--- src/design/osc_ctrl_params.svh ---
`ifndef OSC_CTRL_PARAMS_SVH
`define OSC_CTRL_PARAMS_SVH

// Register byte addresses
`define OSC_CONTROL_ADDR    12'h000
`define CLOCK_DIVISOR_ADDR  12'h004
`define PLL_FEEDBACK_ADDR   12'h008
`define RC_TUNING_ADDR      12'h00C

// Oscillator control fields
`define NEW_SRC_LSB         8
`define CLOCK_LOCK_BIT      7
`define CLOCK_FAIL_BIT      3
`define SEC_OSC_EN_BIT      1
`define SWITCH_REQ_BIT      0

// Clock divisor fields
`define RECOVER_BIT         15
`define REDUCTION_LSB       12
`define REDUCTION_EN_BIT    11
`define FAST_RC_POST_LSB    8
`define PLL_POST_LSB        6
`define PLL_PRE_LSB         0

// Reset values
`define REDUCTION_RESET     3'h3
`define PLL_POST_RESET      2'h1
`define PLL_MULT_RESET      9'h030
`define OSC_ENABLE_RESET    5'h10

// New clock cycles counted before the switch-over
`define NEW_CLOCK_SETTLE    4'hA

`endif

--- src/design/osc_ctrl_pkg.sv ---
package osc_ctrl_pkg;

  typedef enum logic [2:0] {
    SRC_FAST_RC       = 3'b000,
    SRC_FAST_RC_PLL   = 3'b001,
    SRC_PRIMARY       = 3'b010,
    SRC_PRIMARY_PLL   = 3'b011,
    SRC_SECONDARY     = 3'b100,
    SRC_LOW_POWER_RC  = 3'b101,
    SRC_FAST_RC_DIV16 = 3'b110,
    SRC_FAST_RC_POST  = 3'b111
  } clk_source_t;

  typedef enum logic [2:0] {
    SW_IDLE       = 3'b000,
    SW_COMPARE    = 3'b001,
    SW_WAIT_READY = 3'b010,
    SW_SETTLE     = 3'b011
  } switch_state_t;

  typedef struct packed {
    logic fastRc;
    logic primary;
    logic secondary;
    logic lowPowerRc;
    logic pll;
  } osc_enable_t;

  typedef struct packed {
    logic [5:0] prescale;
    logic [9:0] multiplier;
    logic [3:0] postscale;
  } pll_setting_t;

  typedef struct packed {
    logic       startupDone;
    logic       pllLock;
    logic       oscFail;
    logic       newClockToggle;
    logic       switchConfigBit;
    logic [2:0] powerOnSource;
    logic [1:0] primarySubmode;
    logic       watchdogEnable;
  } pin_sample_t;

endpackage

--- src/design/osc_switch_control.sv ---
`timescale 1ns/10ps
// How it works
// - Enable bit runs the secondary oscillator
// - Request bit starts switch, cleared when done
// - Registers reset only by power-on reset
// - Interrupt clears reduction enable when recovery set
// - Reduction code divides CPU clock by 2^code
// - Reduction enable off forces ratio 1:1
// - Fast RC postscaler divides 1..64, 256
// - PLL postscaler divides 2, 4, 8
// - PLL prescaler divides field plus two
// - PLL multiplier is field plus two
// - Six-bit two's-complement fast RC trim
// - Config bit zero enables switching and monitor
// - Switching disabled: source fixed, request held zero
// - Equal sources abort switch, clear request
// - Valid switch clears lock and fail flags
// - Start new source, wait timer and lock
// - Count ten new clocks, then switch over
// - Old source off unless still needed
// - Monitor keeps low-power RC always running
// - Failure traps, falls back to fast RC, or to fast RC with PLL if old source used PLL
// - Three-bit source encoding for both fields
// - Fail flag set by monitor, software clears
`include "osc_ctrl_params.svh"

module osc_switch_control
  import osc_ctrl_pkg::*;
(
  input  wire logic          clk,
  input  wire logic          reset_n,
  input  wire logic          psel,
  input  wire logic          penable,
  input  wire logic          pwrite,
  input  wire logic [11:0]   paddr,
  input  wire logic [31:0]   pwdata,
  output logic      [31:0]   prdata,
  output logic               pready,
  output logic               pslverr,
  input  wire logic          startupTimerDone,
  input  wire logic          pllLockDetect,
  input  wire logic          oscFail,
  input  wire logic          newClockToggle,
  input  wire logic          switchConfigBit,
  input  wire logic [2:0]    powerOnSourceConfig,
  input  wire logic [1:0]    primarySubmodeConfig,
  input  wire logic          watchdogEnable,
  input  wire logic          interruptRequest,
  output osc_enable_t        oscEnable,
  output clk_source_t        currentSource,
  output pll_setting_t       pllSetting,
  output logic      [8:0]    fastRcDivide,
  output logic      [5:0]    rcTrim,
  output logic               clockFailTrap,
  output logic               cpuClockEnable
);

  ////////////////////////////////////////////////////////////////////////////
  // Declarations

  pin_sample_t   pinIn;
  pin_sample_t   syncA;
  pin_sample_t   syncB;
  pin_sample_t   syncC;
  logic [1:0]    initCount;
  logic          configValid;
  logic          switchConfigLatched;
  logic [1:0]    submodeLatched;
  logic          watchdogLatched;
  logic          loadConfig;
  logic          switchEnabled;
  switch_state_t state;
  clk_source_t   newSourceSelect;
  logic          switchRequest;
  logic          clockFailFlag;
  logic          pllLocked;
  logic          secondaryOscEnable;
  logic          clockLockBit;
  logic [3:0]    settleCount;
  logic          recoverOnInterrupt;
  logic [2:0]    reductionSelect;
  logic          reductionEnable;
  logic [2:0]    fastRcPostscaler;
  logic [1:0]    pllPostscaler;
  logic [4:0]    pllPrescaler;
  logic [8:0]    pllMultiplier;
  logic [6:0]    cpuDivCount;
  logic [6:0]    lastCount;
  logic [7:0]    cpuRatio;
  logic          oscWrite;
  logic          divWrite;
  logic          fbdWrite;
  logic          tunWrite;
  logic          mapped;
  logic [31:0]   readData;
  logic          newClockEdge;
  logic          failEdge;
  logic          newReady;
  osc_enable_t   newNeed;
  osc_enable_t   next_oscEnable;

  ////////////////////////////////////////////////////////////////////////////
  // Functions

  function automatic osc_enable_t sourceNeeds(input clk_source_t src);
    osc_enable_t need;
    need = '0;
    case (src)
      SRC_FAST_RC, SRC_FAST_RC_DIV16, SRC_FAST_RC_POST:
        need.fastRc = 1'b1;
      SRC_FAST_RC_PLL:
      begin
        need.fastRc = 1'b1;
        need.pll    = 1'b1;
      end
      SRC_PRIMARY:
        need.primary = 1'b1;
      SRC_PRIMARY_PLL:
      begin
        need.primary = 1'b1;
        need.pll     = 1'b1;
      end
      SRC_SECONDARY:
        need.secondary = 1'b1;
      SRC_LOW_POWER_RC:
        need.lowPowerRc = 1'b1;
      default:
        need = '0;
    endcase
    return need;
  endfunction

  function automatic logic usesPll(input clk_source_t src);
    return (src == SRC_FAST_RC_PLL) || (src == SRC_PRIMARY_PLL);
  endfunction

  function automatic logic [8:0] fastRcDivideOf(input logic [2:0] code);
    if (code == 3'h7)
      return 9'h100;
    else
      return 9'(9'h001 << code);
  endfunction

  function automatic logic [3:0] pllPostOf(input logic [1:0] code);
    case (code)
      2'h0:    return 4'h2;
      2'h1:    return 4'h4;
      2'h3:    return 4'h8;
      default: return 4'h0;
    endcase
  endfunction

  ////////////////////////////////////////////////////////////////////////////
  // Pin synchronisers

  assign pinIn = '{startupDone:     startupTimerDone,
                   pllLock:         pllLockDetect,
                   oscFail:         oscFail,
                   newClockToggle:  newClockToggle,
                   switchConfigBit: switchConfigBit,
                   powerOnSource:   powerOnSourceConfig,
                   primarySubmode:  primarySubmodeConfig,
                   watchdogEnable:  watchdogEnable};

  always_ff @(posedge clk)
  begin
    if (!reset_n)
    begin
      syncA <= '0;
      syncB <= '0;
      syncC <= '0;
    end
    else
    begin
      syncA <= pinIn;
      syncB <= syncA;
      syncC <= syncB;
    end
  end

  assign newClockEdge = syncB.newClockToggle ^ syncC.newClockToggle;
  assign failEdge     = syncB.oscFail & ~syncC.oscFail;

  ////////////////////////////////////////////////////////////////////////////
  // Configuration capture after power-on reset

  assign loadConfig = (initCount == 2'h2) && !configValid;

  always_ff @(posedge clk)
  begin
    if (!reset_n)
    begin
      initCount           <= 2'h0;
      configValid         <= 1'b0;
      switchConfigLatched <= 1'b1;
      submodeLatched      <= 2'h0;
      watchdogLatched     <= 1'b0;
    end
    else
    begin
      if (initCount != 2'h2)
        initCount <= initCount + 2'h1;
      if (loadConfig)
      begin
        configValid         <= 1'b1;
        switchConfigLatched <= syncB.switchConfigBit;
        submodeLatched      <= syncB.primarySubmode;
        watchdogLatched     <= syncB.watchdogEnable;
      end
    end
  end

  assign switchEnabled = configValid && !switchConfigLatched;

  ////////////////////////////////////////////////////////////////////////////
  // Register decode

  assign oscWrite = psel && penable && pwrite && (paddr == `OSC_CONTROL_ADDR);
  assign divWrite = psel && penable && pwrite && (paddr == `CLOCK_DIVISOR_ADDR);
  assign fbdWrite = psel && penable && pwrite && (paddr == `PLL_FEEDBACK_ADDR);
  assign tunWrite = psel && penable && pwrite && (paddr == `RC_TUNING_ADDR);
  assign mapped   = (paddr == `OSC_CONTROL_ADDR) || (paddr == `CLOCK_DIVISOR_ADDR) ||
                    (paddr == `PLL_FEEDBACK_ADDR) || (paddr == `RC_TUNING_ADDR);
  assign pready   = 1'b1;
  assign pslverr  = psel && penable && !mapped;

  always_comb
  begin
    case (paddr)
      `OSC_CONTROL_ADDR:
        readData = {16'h0000, 1'b0, currentSource, 1'b0, newSourceSelect, clockLockBit, 1'b0,
                    pllLocked, 1'b0, clockFailFlag, 1'b0, secondaryOscEnable, switchRequest};
      `CLOCK_DIVISOR_ADDR:
        readData = {16'h0000, recoverOnInterrupt, reductionSelect, reductionEnable,
                    fastRcPostscaler, pllPostscaler, 1'b0, pllPrescaler};
      `PLL_FEEDBACK_ADDR:
        readData = {23'h000000, pllMultiplier};
      `RC_TUNING_ADDR:
        readData = {26'h0000000, rcTrim};
      default:
        readData = 32'h00000000;
    endcase
  end

  always_ff @(posedge clk)
  begin
    if (!reset_n)
      prdata <= 32'h00000000;
    else if (psel && !penable)
      prdata <= readData;
  end

  ////////////////////////////////////////////////////////////////////////////
  // Clock switch sequence and oscillator control register

  assign newNeed  = sourceNeeds(newSourceSelect);
  assign newReady = (!newNeed.primary || submodeLatched == 2'h0 || syncB.startupDone) &&
                    (!newNeed.pll || syncB.pllLock);

  always_ff @(posedge clk)
  begin
    if (!reset_n)
    begin
      state              <= SW_IDLE;
      currentSource      <= SRC_FAST_RC;
      newSourceSelect    <= SRC_FAST_RC;
      switchRequest      <= 1'b0;
      clockFailFlag      <= 1'b0;
      pllLocked          <= 1'b0;
      secondaryOscEnable <= 1'b0;
      clockLockBit       <= 1'b0;
      settleCount        <= 4'h0;
      clockFailTrap      <= 1'b0;
    end
    else
    begin
      clockFailTrap <= 1'b0;
      pllLocked     <= syncB.pllLock;
      if (oscWrite)
      begin
        secondaryOscEnable <= pwdata[`SEC_OSC_EN_BIT];
        clockLockBit       <= pwdata[`CLOCK_LOCK_BIT];
        if (!switchRequest)
          newSourceSelect <= clk_source_t'(pwdata[`NEW_SRC_LSB +: 3]);
        if (switchEnabled && pwdata[`SWITCH_REQ_BIT])
          switchRequest <= 1'b1;
        if (!pwdata[`CLOCK_FAIL_BIT])
          clockFailFlag <= 1'b0;
      end
      if (loadConfig)
      begin
        currentSource   <= clk_source_t'(syncB.powerOnSource);
        newSourceSelect <= clk_source_t'(syncB.powerOnSource);
      end
      case (state)
        SW_IDLE:
        begin
          if (switchRequest && switchEnabled)
            state <= SW_COMPARE;
        end
        SW_COMPARE:
        begin
          if (newSourceSelect == currentSource)
          begin
            switchRequest <= 1'b0;
            state         <= SW_IDLE;
          end
          else
          begin
            pllLocked     <= 1'b0;
            clockFailFlag <= 1'b0;
            state         <= SW_WAIT_READY;
          end
        end
        SW_WAIT_READY:
        begin
          settleCount <= 4'h0;
          if (newReady)
            state <= SW_SETTLE;
        end
        SW_SETTLE:
        begin
          if (newClockEdge)
          begin
            if (settleCount == `NEW_CLOCK_SETTLE - 4'h1)
            begin
              currentSource <= newSourceSelect;
              switchRequest <= 1'b0;
              state         <= SW_IDLE;
            end
            else
              settleCount <= settleCount + 4'h1;
          end
        end
        default:
          state <= SW_IDLE;
      endcase
      if (switchEnabled && failEdge)
      begin
        clockFailFlag <= 1'b1;
        clockFailTrap <= 1'b1;
        currentSource <= usesPll(currentSource) ? SRC_FAST_RC_PLL : SRC_FAST_RC;
        switchRequest <= 1'b0;
        state         <= SW_IDLE;
      end
    end
  end

  ////////////////////////////////////////////////////////////////////////////
  // Oscillator enables

  always_comb
  begin
    next_oscEnable = sourceNeeds(currentSource);
    if (state == SW_WAIT_READY || state == SW_SETTLE)
      next_oscEnable = osc_enable_t'(next_oscEnable | newNeed);
    if (watchdogLatched || switchEnabled)
      next_oscEnable.lowPowerRc = 1'b1;
    if (secondaryOscEnable)
      next_oscEnable.secondary = 1'b1;
  end

  always_ff @(posedge clk)
  begin
    if (!reset_n)
      oscEnable <= osc_enable_t'(`OSC_ENABLE_RESET);
    else
      oscEnable <= next_oscEnable;
  end

  ////////////////////////////////////////////////////////////////////////////
  // Divisor, feedback and tuning registers

  always_ff @(posedge clk)
  begin
    if (!reset_n)
    begin
      recoverOnInterrupt <= 1'b0;
      reductionSelect    <= `REDUCTION_RESET;
      reductionEnable    <= 1'b0;
      fastRcPostscaler   <= 3'h0;
      pllPostscaler      <= `PLL_POST_RESET;
      pllPrescaler       <= 5'h00;
      pllMultiplier      <= `PLL_MULT_RESET;
      rcTrim             <= 6'h00;
    end
    else
    begin
      if (divWrite)
      begin
        recoverOnInterrupt <= pwdata[`RECOVER_BIT];
        reductionSelect    <= pwdata[`REDUCTION_LSB +: 3];
        reductionEnable    <= pwdata[`REDUCTION_EN_BIT];
        fastRcPostscaler   <= pwdata[`FAST_RC_POST_LSB +: 3];
        pllPostscaler      <= pwdata[`PLL_POST_LSB +: 2];
        pllPrescaler       <= pwdata[`PLL_PRE_LSB +: 5];
      end
      if (fbdWrite)
        pllMultiplier <= pwdata[8:0];
      if (tunWrite)
        rcTrim <= pwdata[5:0];
      if (recoverOnInterrupt && interruptRequest)
        reductionEnable <= 1'b0;
    end
  end

  ////////////////////////////////////////////////////////////////////////////
  // Decoded divider settings

  always_ff @(posedge clk)
  begin
    if (!reset_n)
    begin
      pllSetting   <= '0;
      fastRcDivide <= 9'h000;
    end
    else
    begin
      pllSetting.prescale   <= 6'({1'b0, pllPrescaler} + 6'h02);
      pllSetting.multiplier <= 10'({1'b0, pllMultiplier} + 10'h002);
      pllSetting.postscale  <= pllPostOf(pllPostscaler);
      fastRcDivide          <= fastRcDivideOf(fastRcPostscaler);
    end
  end

  ////////////////////////////////////////////////////////////////////////////
  // CPU clock reduction

  assign cpuRatio  = reductionEnable ? 8'(8'h01 << reductionSelect) : 8'h01;
  assign lastCount = 7'(cpuRatio - 8'h01);

  always_ff @(posedge clk)
  begin
    if (!reset_n)
    begin
      cpuDivCount    <= 7'h00;
      cpuClockEnable <= 1'b0;
    end
    else if (cpuDivCount >= lastCount)
    begin
      cpuDivCount    <= 7'h00;
      cpuClockEnable <= 1'b1;
    end
    else
    begin
      cpuDivCount    <= cpuDivCount + 7'h01;
      cpuClockEnable <= 1'b0;
    end
  end

endmodule // osc_switch_control

--- config.mk ---
export PLATFORM = sky130hd
export DESIGN_NAME = osc_switch_control
export DESIGN_NICKNAME = d
export VERILOG_FILES = /design/src/design/osc_ctrl_pkg.sv /design/src/design/osc_switch_control.sv
export VERILOG_INCLUDE_DIRS = /design/src /design/src/design
export SDC_FILE = /design/constraint.sdc
export NUM_CORES = 1
export LEC_CHECK = 0
export BUFFER_PORTS_ARGS = -buffer_cell sky130_fd_sc_hd__buf_2
export CAP_MARGIN = 20
export CORE_ASPECT_RATIO = 0.8
export CORE_MARGIN = 4
export CORE_UTILIZATION = 30
export CTS_BUF_LIST = sky130_fd_sc_hd__clkbuf_4
export DETAILED_ROUTE_END_ITERATION = 10
export GPL_TIMING_DRIVEN = 0
export SLEW_MARGIN = 15
export SYNTH_ARGS = -nofsm -noshare
export SYNTH_HDL_FRONTEND = slang
export SYNTH_SLANG_ARGS = --single-unit
--- constraint.sdc ---
create_clock -name clk -period 2.3 [get_ports clk]
set_input_delay 0.46 -clock clk [delete_from_list [all_inputs] [get_ports clk]]
set_output_delay 0.46 -clock clk [all_outputs]
set_load 0.03 [all_outputs]
* Word level (Yosys, flattened, before mapping) *
Index checks and enable logic that the tools add are counted.

word-level totals
  register bits after elaboration = 154
  word-level logic and storage cells = 202

operators by class
  $add $sub $neg = 6
  order comparisons = 1
  eq/ne operators = 33
  shift-type cells = 2
  muxes and demuxes = 50
  bitwise gates (word level) = 5
  reduce and logical (&&, ||, !) cells = 51

operators by type and width
  cell                                                               count
  16-bit case mux with 4 select lines                                1
  3-bit two-way mux                                                  12
  3-bit == test, second input constant                               9
  1-bit two-way mux                                                  27
  12-bit by 4-bit == test with 1-bit output, second input constant   2
  3-bit by 2-bit == test with 1-bit output, second input constant    6
  2-bit OR reduction                                                 8
  1-bit logical AND                                                  15
  2-bit inequality test, second input constant                       7
  12-bit by 3-bit == test with 1-bit output, second input constant   1
  12-bit logical NOT                                                 1
  3-bit case mux with 4 select lines                                 1
  4-bit case mux with 3 select lines                                 1
  9-bit by 2-bit adder with 10-bit output, second input constant     1
  3-bit by 1-bit == test with 1-bit output, second input constant    3
  3-bit logical NOT                                                  3
  1-bit logical OR                                                   9
  9-bit two-way mux                                                  1
  1-bit by 3-bit << shifter with 9-bit output, first input constant  1
  4-bit two-way mux                                                  2
  4-bit case mux with 2 select lines                                 1
  4-bit OR reduction                                                 2
  7-bit by 1-bit adder with 7-bit output, second input constant      1
  7-bit greater-or-equal comparator                                  1
  other kinds (23)                                                   32

* Logic depth before layout (Yosys ltp) *
  depth after elaboration = 9
  gate-level depth with buffers = 13

* Least setup slack after synthesis *
OpenSTA, ideal clock, no wires.

  kind = reg-to-reg
  start point = reg reductionSelect[1]
  end point = reg cpuDivCount[2]
  library setup time = 67 ps
  data arrival time = 2,377 ps
  data required time = 2,233 ps
  setup slack = -144 ps
  cell stages (with the launch flop) = 13
  path buffers = 2
  clock period less this slack = 2,444 ps
  cell sequence = dfxtp_1 clkbuf_1 o31a_1 ha_1 clkbuf_1 nor3_1 a21o_1 a22oi_1 ha_1 a41o_1 a21oi_1 o211ai_1 nor2_1

between the ends
  longest elaborated chain between the ends = 5

RTL lines
  item                                         line                       text
  start, declared                              osc_switch_control.sv:81   logic [2:0] reductionSelect;
  start signal, assigned                       osc_switch_control.sv:379  reductionSelect <= `REDUCTION_RESET;
  start signal, assigned                       osc_switch_control.sv:392  reductionSelect <= pwdata[`REDUCTION_LSB +: 3];
  1-bit by 3-bit << shifter with 7-bit output  osc_switch_control.sv:429  assign cpuRatio = reductionEnable ? 8'(8'h01 << reductionSelect) : 8'h01;
  7-bit two-way mux                            osc_switch_control.sv:429
  7-bit by 1-bit subtractor with 7-bit output  osc_switch_control.sv:430  assign lastCount = 7'(cpuRatio - 8'h01);
  7-bit greater-or-equal comparator            osc_switch_control.sv:439  else if (cpuDivCount >= lastCount)
  2-bit OR reduction (no source line)          --
  end signal, assigned                         osc_switch_control.sv:446  cpuDivCount <= cpuDivCount + 7'h01;
  end, declared                                osc_switch_control.sv:87   logic [6:0] cpuDivCount;

No other way between the ends.
A chain may end at the register's enable or synchronous reset.

* Final worst setup path *
  start point = reg reductionSelect[0]
  end point = reg cpuDivCount[0]

Same word-level chain as after synthesis.

==> flow_metrics.env <==
export IMPL_status="complete, but fails checks"
export IMPL_violations="negative setup slack"
export IMPL_dr_pass1_iters=7
export IMPL_fillCellCount=1916
export IMPL_critical_path_class="flop to flop"
export IMPL_synth_cell_types=51
export IMPL_arrival_ns=2.86
export IMPL_hold_violations=0
export IMPL_worstSkewPairLatency_ns=0.56
export IMPL_netlist_instances=612
export IMPL_post_route_util_pct=38.16
export IMPL_startpoint_type="flop"
export IMPL_drt_wl_total_um=16360
export IMPL_cts_sinks=136
export IMPL_power_density_nw_per_um2=682.2
export IMPL_dr_first_iter_drc_count=361
export IMPL_setup_viol=6
export IMPL_crit_buf_inv=1
export IMPL_grtUsageTotal_pct=15.31
export IMPL_critical_path_required_ns=2.77
export IMPL_syn_cell_area_um2=5710
export IMPL_die_y_um=131.4
export IMPL_ant_nets=0
export IMPL_core_um2=18440
export IMPL_numPortBuffers=104
export IMPL_finClkSkew_ns=0.02607
export IMPL_synthTopCellsByArea="dfxtp_1 48%, o21ai_0 5.1%, nand3_1 4.6%, and2_1 4.6%, ha_1 3.3%"
export IMPL_fin_crit_sh_pct=103.8
export IMPL_cp_top_family="compound AO/OA/AOI/OAI gates"
export IMPL_grt_max_degree=17
export IMPL_top_usage_layer="met1"
export IMPL_dp_hpwl_um=12060
export IMPL_vias=4808
export IMPL_start_util_pct=30.96
export IMPL_drv_cap=0
export IMPL_ctsLongestPathBuffers=2
export IMPL_cp_end_kind="flop"
export IMPL_path_max_fanout=7
export IMPL_met3_usage_pct=3.976
export IMPL_syn_to_final_growth_pct=23.25
export IMPL_wire_per_inst_um=15.97
export IMPL_period_minus_slack_ns=2.387
export IMPL_yosysWarnings=0
export IMPL_die_w_um=162.3
export IMPL_vias_per_cell=4.695
export IMPL_yosys_top_cells_count="136 x dfxtp_1, 58 x o21ai_0, 53 x nand3_1"
export IMPL_ys_seq_elements=136
export IMPL_critPathMaxStageDelay_ns=0.36
export IMPL_pre_cts_slack_ns=-0.3703
export IMPL_ys_flop_type="dfxtp_1"
export IMPL_numCtsBuffers=17
export IMPL_synthArstFlopShare_pct=0
export IMPL_overflow=0
export IMPL_post_route_drc_count=0
export IMPL_grt_util_met2_pct=21.70
export IMPL_tightest_slew_ns=0.7867
export IMPL_met1_usage_pct=22.80
export IMPL_grt_pass1_vias=4587
export IMPL_yosysMostFrequentCell="dfxtp_1"
export IMPL_die_area_um2=21320
export IMPL_ys_seq_area_share_pct=47.68
export IMPL_max_slew_margin_pct=47.55
export IMPL_htree_num_levels=4
export IMPL_rows=44
export IMPL_clockRootBuffer="clkbuf_4"
export IMPL_ios=140
export IMPL_rsz0062_at_grt="yes"
export IMPL_p_leak_uw=0.002996
export IMPL_slowest_stage="dfxtp_4"
export IMPL_syn_avg_cell_area_um2=9.331
export IMPL_cts_tree="yes"
export IMPL_synth_area_leader_cell="dfxtp_1"
export IMPL_synth_enable_flop_cells=0
export IMPL_hp_class="input port to flop"
export IMPL_clkTransAtPathRegs_ns=0.14
export IMPL_vdd_drop_max_mv=0.2653
export IMPL_fmax_ghz=0.4189
export IMPL_drive_above_1_share_pct=24.94
export IMPL_synth_top_cell_area_share_pct=47.68
export IMPL_grt_pass1_wl_um=25590
export IMPL_layout_setup_ws_ns=-0.08719
export IMPL_path_cells="o31a_1, ha_4, nand2_2, o21ai_1, a32oi_1, ha_1, a41o_1, a21oi_2, o211ai_1, buf_4, nor2_1"
export IMPL_slew_violations=0
export IMPL_gp_congestion=0.8481
export IMPL_antenna_found_initial=2
export IMPL_nNetsFinal=833
==> report_power, final <==
| group | internal, µW | switching, µW |
|---|---|---|
| clock | 794 | 977 |
| combinational | 210 | 361 |
| sequential | 2430 | 33.2 |
| total | 3430 | 1370 |
==> metal layers <==
| metal | up-vias | wire length, µm | part of all wire [%] |
|---|---|---|---|
| li1 | 2381 | - | - |
| met1 | 2242 | 8034 | 49 |
| met2 | 167 | 6841 | 42 |
| met4 | 2 | 208 | 1.3 |
| met3 | 16 | 1260 | 7.7 |
| met5 | - | 13 | 0.079 |
==> placed cells by master, fill, tap and decap left out, types with 4 or more instances in the layout <==
cell type  instances
xnor2_1            8
ha_1              14
nand4_1            8
nand2_1           33
o21ai_0           57
inv_6              5
a31oi_1            5
and2_1            42
dfxtp_4            4
a21oi_1            8
mux2_2             4
a21boi_1          17
buf_4             31
a21boi_0          13
buf_2            109
conb_1            19
and3_1             6
clkbuf_4          18
xor2_1            13
nor2_1            26
nor2b_1           13
nand3_1           53
a22oi_1            5
nand2b_1          11
dfxtp_1          132
nor3_1             6
mux2i_1           14
inv_1             11
clkbuf_1          25
==> final timing paths <==
path / endpoint / cells after the start / start / slack, ns
min: syncA[3]$_SDFF_PN0_ / 2 / powerOnSourceConfig[0] / 0.1
max reg2reg: cpuDivCount[0]$_SDFF_PP0_ / 11 / reductionSelect[0]$_SDFFE_PN1P_ / -0.09
max: cpuDivCount[0]$_SDFF_PP0_ / 11 / reductionSelect[0]$_SDFFE_PN1P_ / -0.09
min reg2reg: syncB[1]$_SDFF_PN0_ / 1 / syncA[1]$_SDFF_PN0_ / 0.44
==> state kept, by name (all words and copies together) (netlist names), 3 cells and up <==
| name | count |
|---|---|
| cpuDivCount | 7 |
| currentSource | 3 |
| fastRcDivide | 9 |
| fastRcPostscaler | 3 |
| newSourceSelect | 3 |
| oscEnable | 5 |
| pllMultiplier | 9 |
| pllPrescaler | 5 |
| pllSetting | 19 |
| prdata | 16 |
| rcTrim | 6 |
| reductionSelect | 3 |
| settleCount | 4 |
| syncA | 11 |
| syncB | 11 |
==> kinds of logic after synthesis <==
family	Yosys count	share of synthesized area [%]
simple gates	217	20.60
flops	136	47.68
compound gates	132	14.64
buf+inv	68	6.025
xor+xnor	21	3.221
mux	21	4.426
fa+ha+maj	15	3.287
other cells	2	0.1315
==> repair_timing <==
action | in CTS | in global routing
gates cloned | 0 | 0
setup endpoints to repair | 8 | 8
setup buffers | 6 | 3
pin swaps | 9 | 8
hold buffers | 0 | 0
resized for setup | 6 | 6
==> metrics by stage <==
| step | setup TNS (ns) | hold slack (ns) | cells | area [µm²] | total power, µW |
|---|---|---|---|---|---|
| after global routing | -0.9844 | 0.07654 | 1024 | 7038 | 5010 |
| after CTS | -0.4654 | 0.06444 | 1020 | 6994 | 4842 |
| final | -0.4177 | 0.09552 | 1024 | 7038 | 4802 |
| after floorplan | -0.2991 | 0.4119 | 629 | 5807 | 2902 |
| after global placement | -2.557 | 0.4173 | 986 | 6644 | 3077 |
| after detailed placement | -2.719 | 0.4211 | 986 | 6644 | 3085 |
==> layout make-up <==
cell class,instances,area (µm²),share of cell area [%]
inverter,11,41.29,0.5867
buffer,53,287.8,4.089
tap,253,316.6,4.498
sequential,136,2738,38.90
multi-input combinational,425,2743,38.97
clock inverter,14,186.4,2.649
antenna,1,2.502,0.03556
clock buffer,18,135.1,1.920
timing repair buffer,113,588.1,8.356
Note: power is estimated with default switching activity, not from simulation.
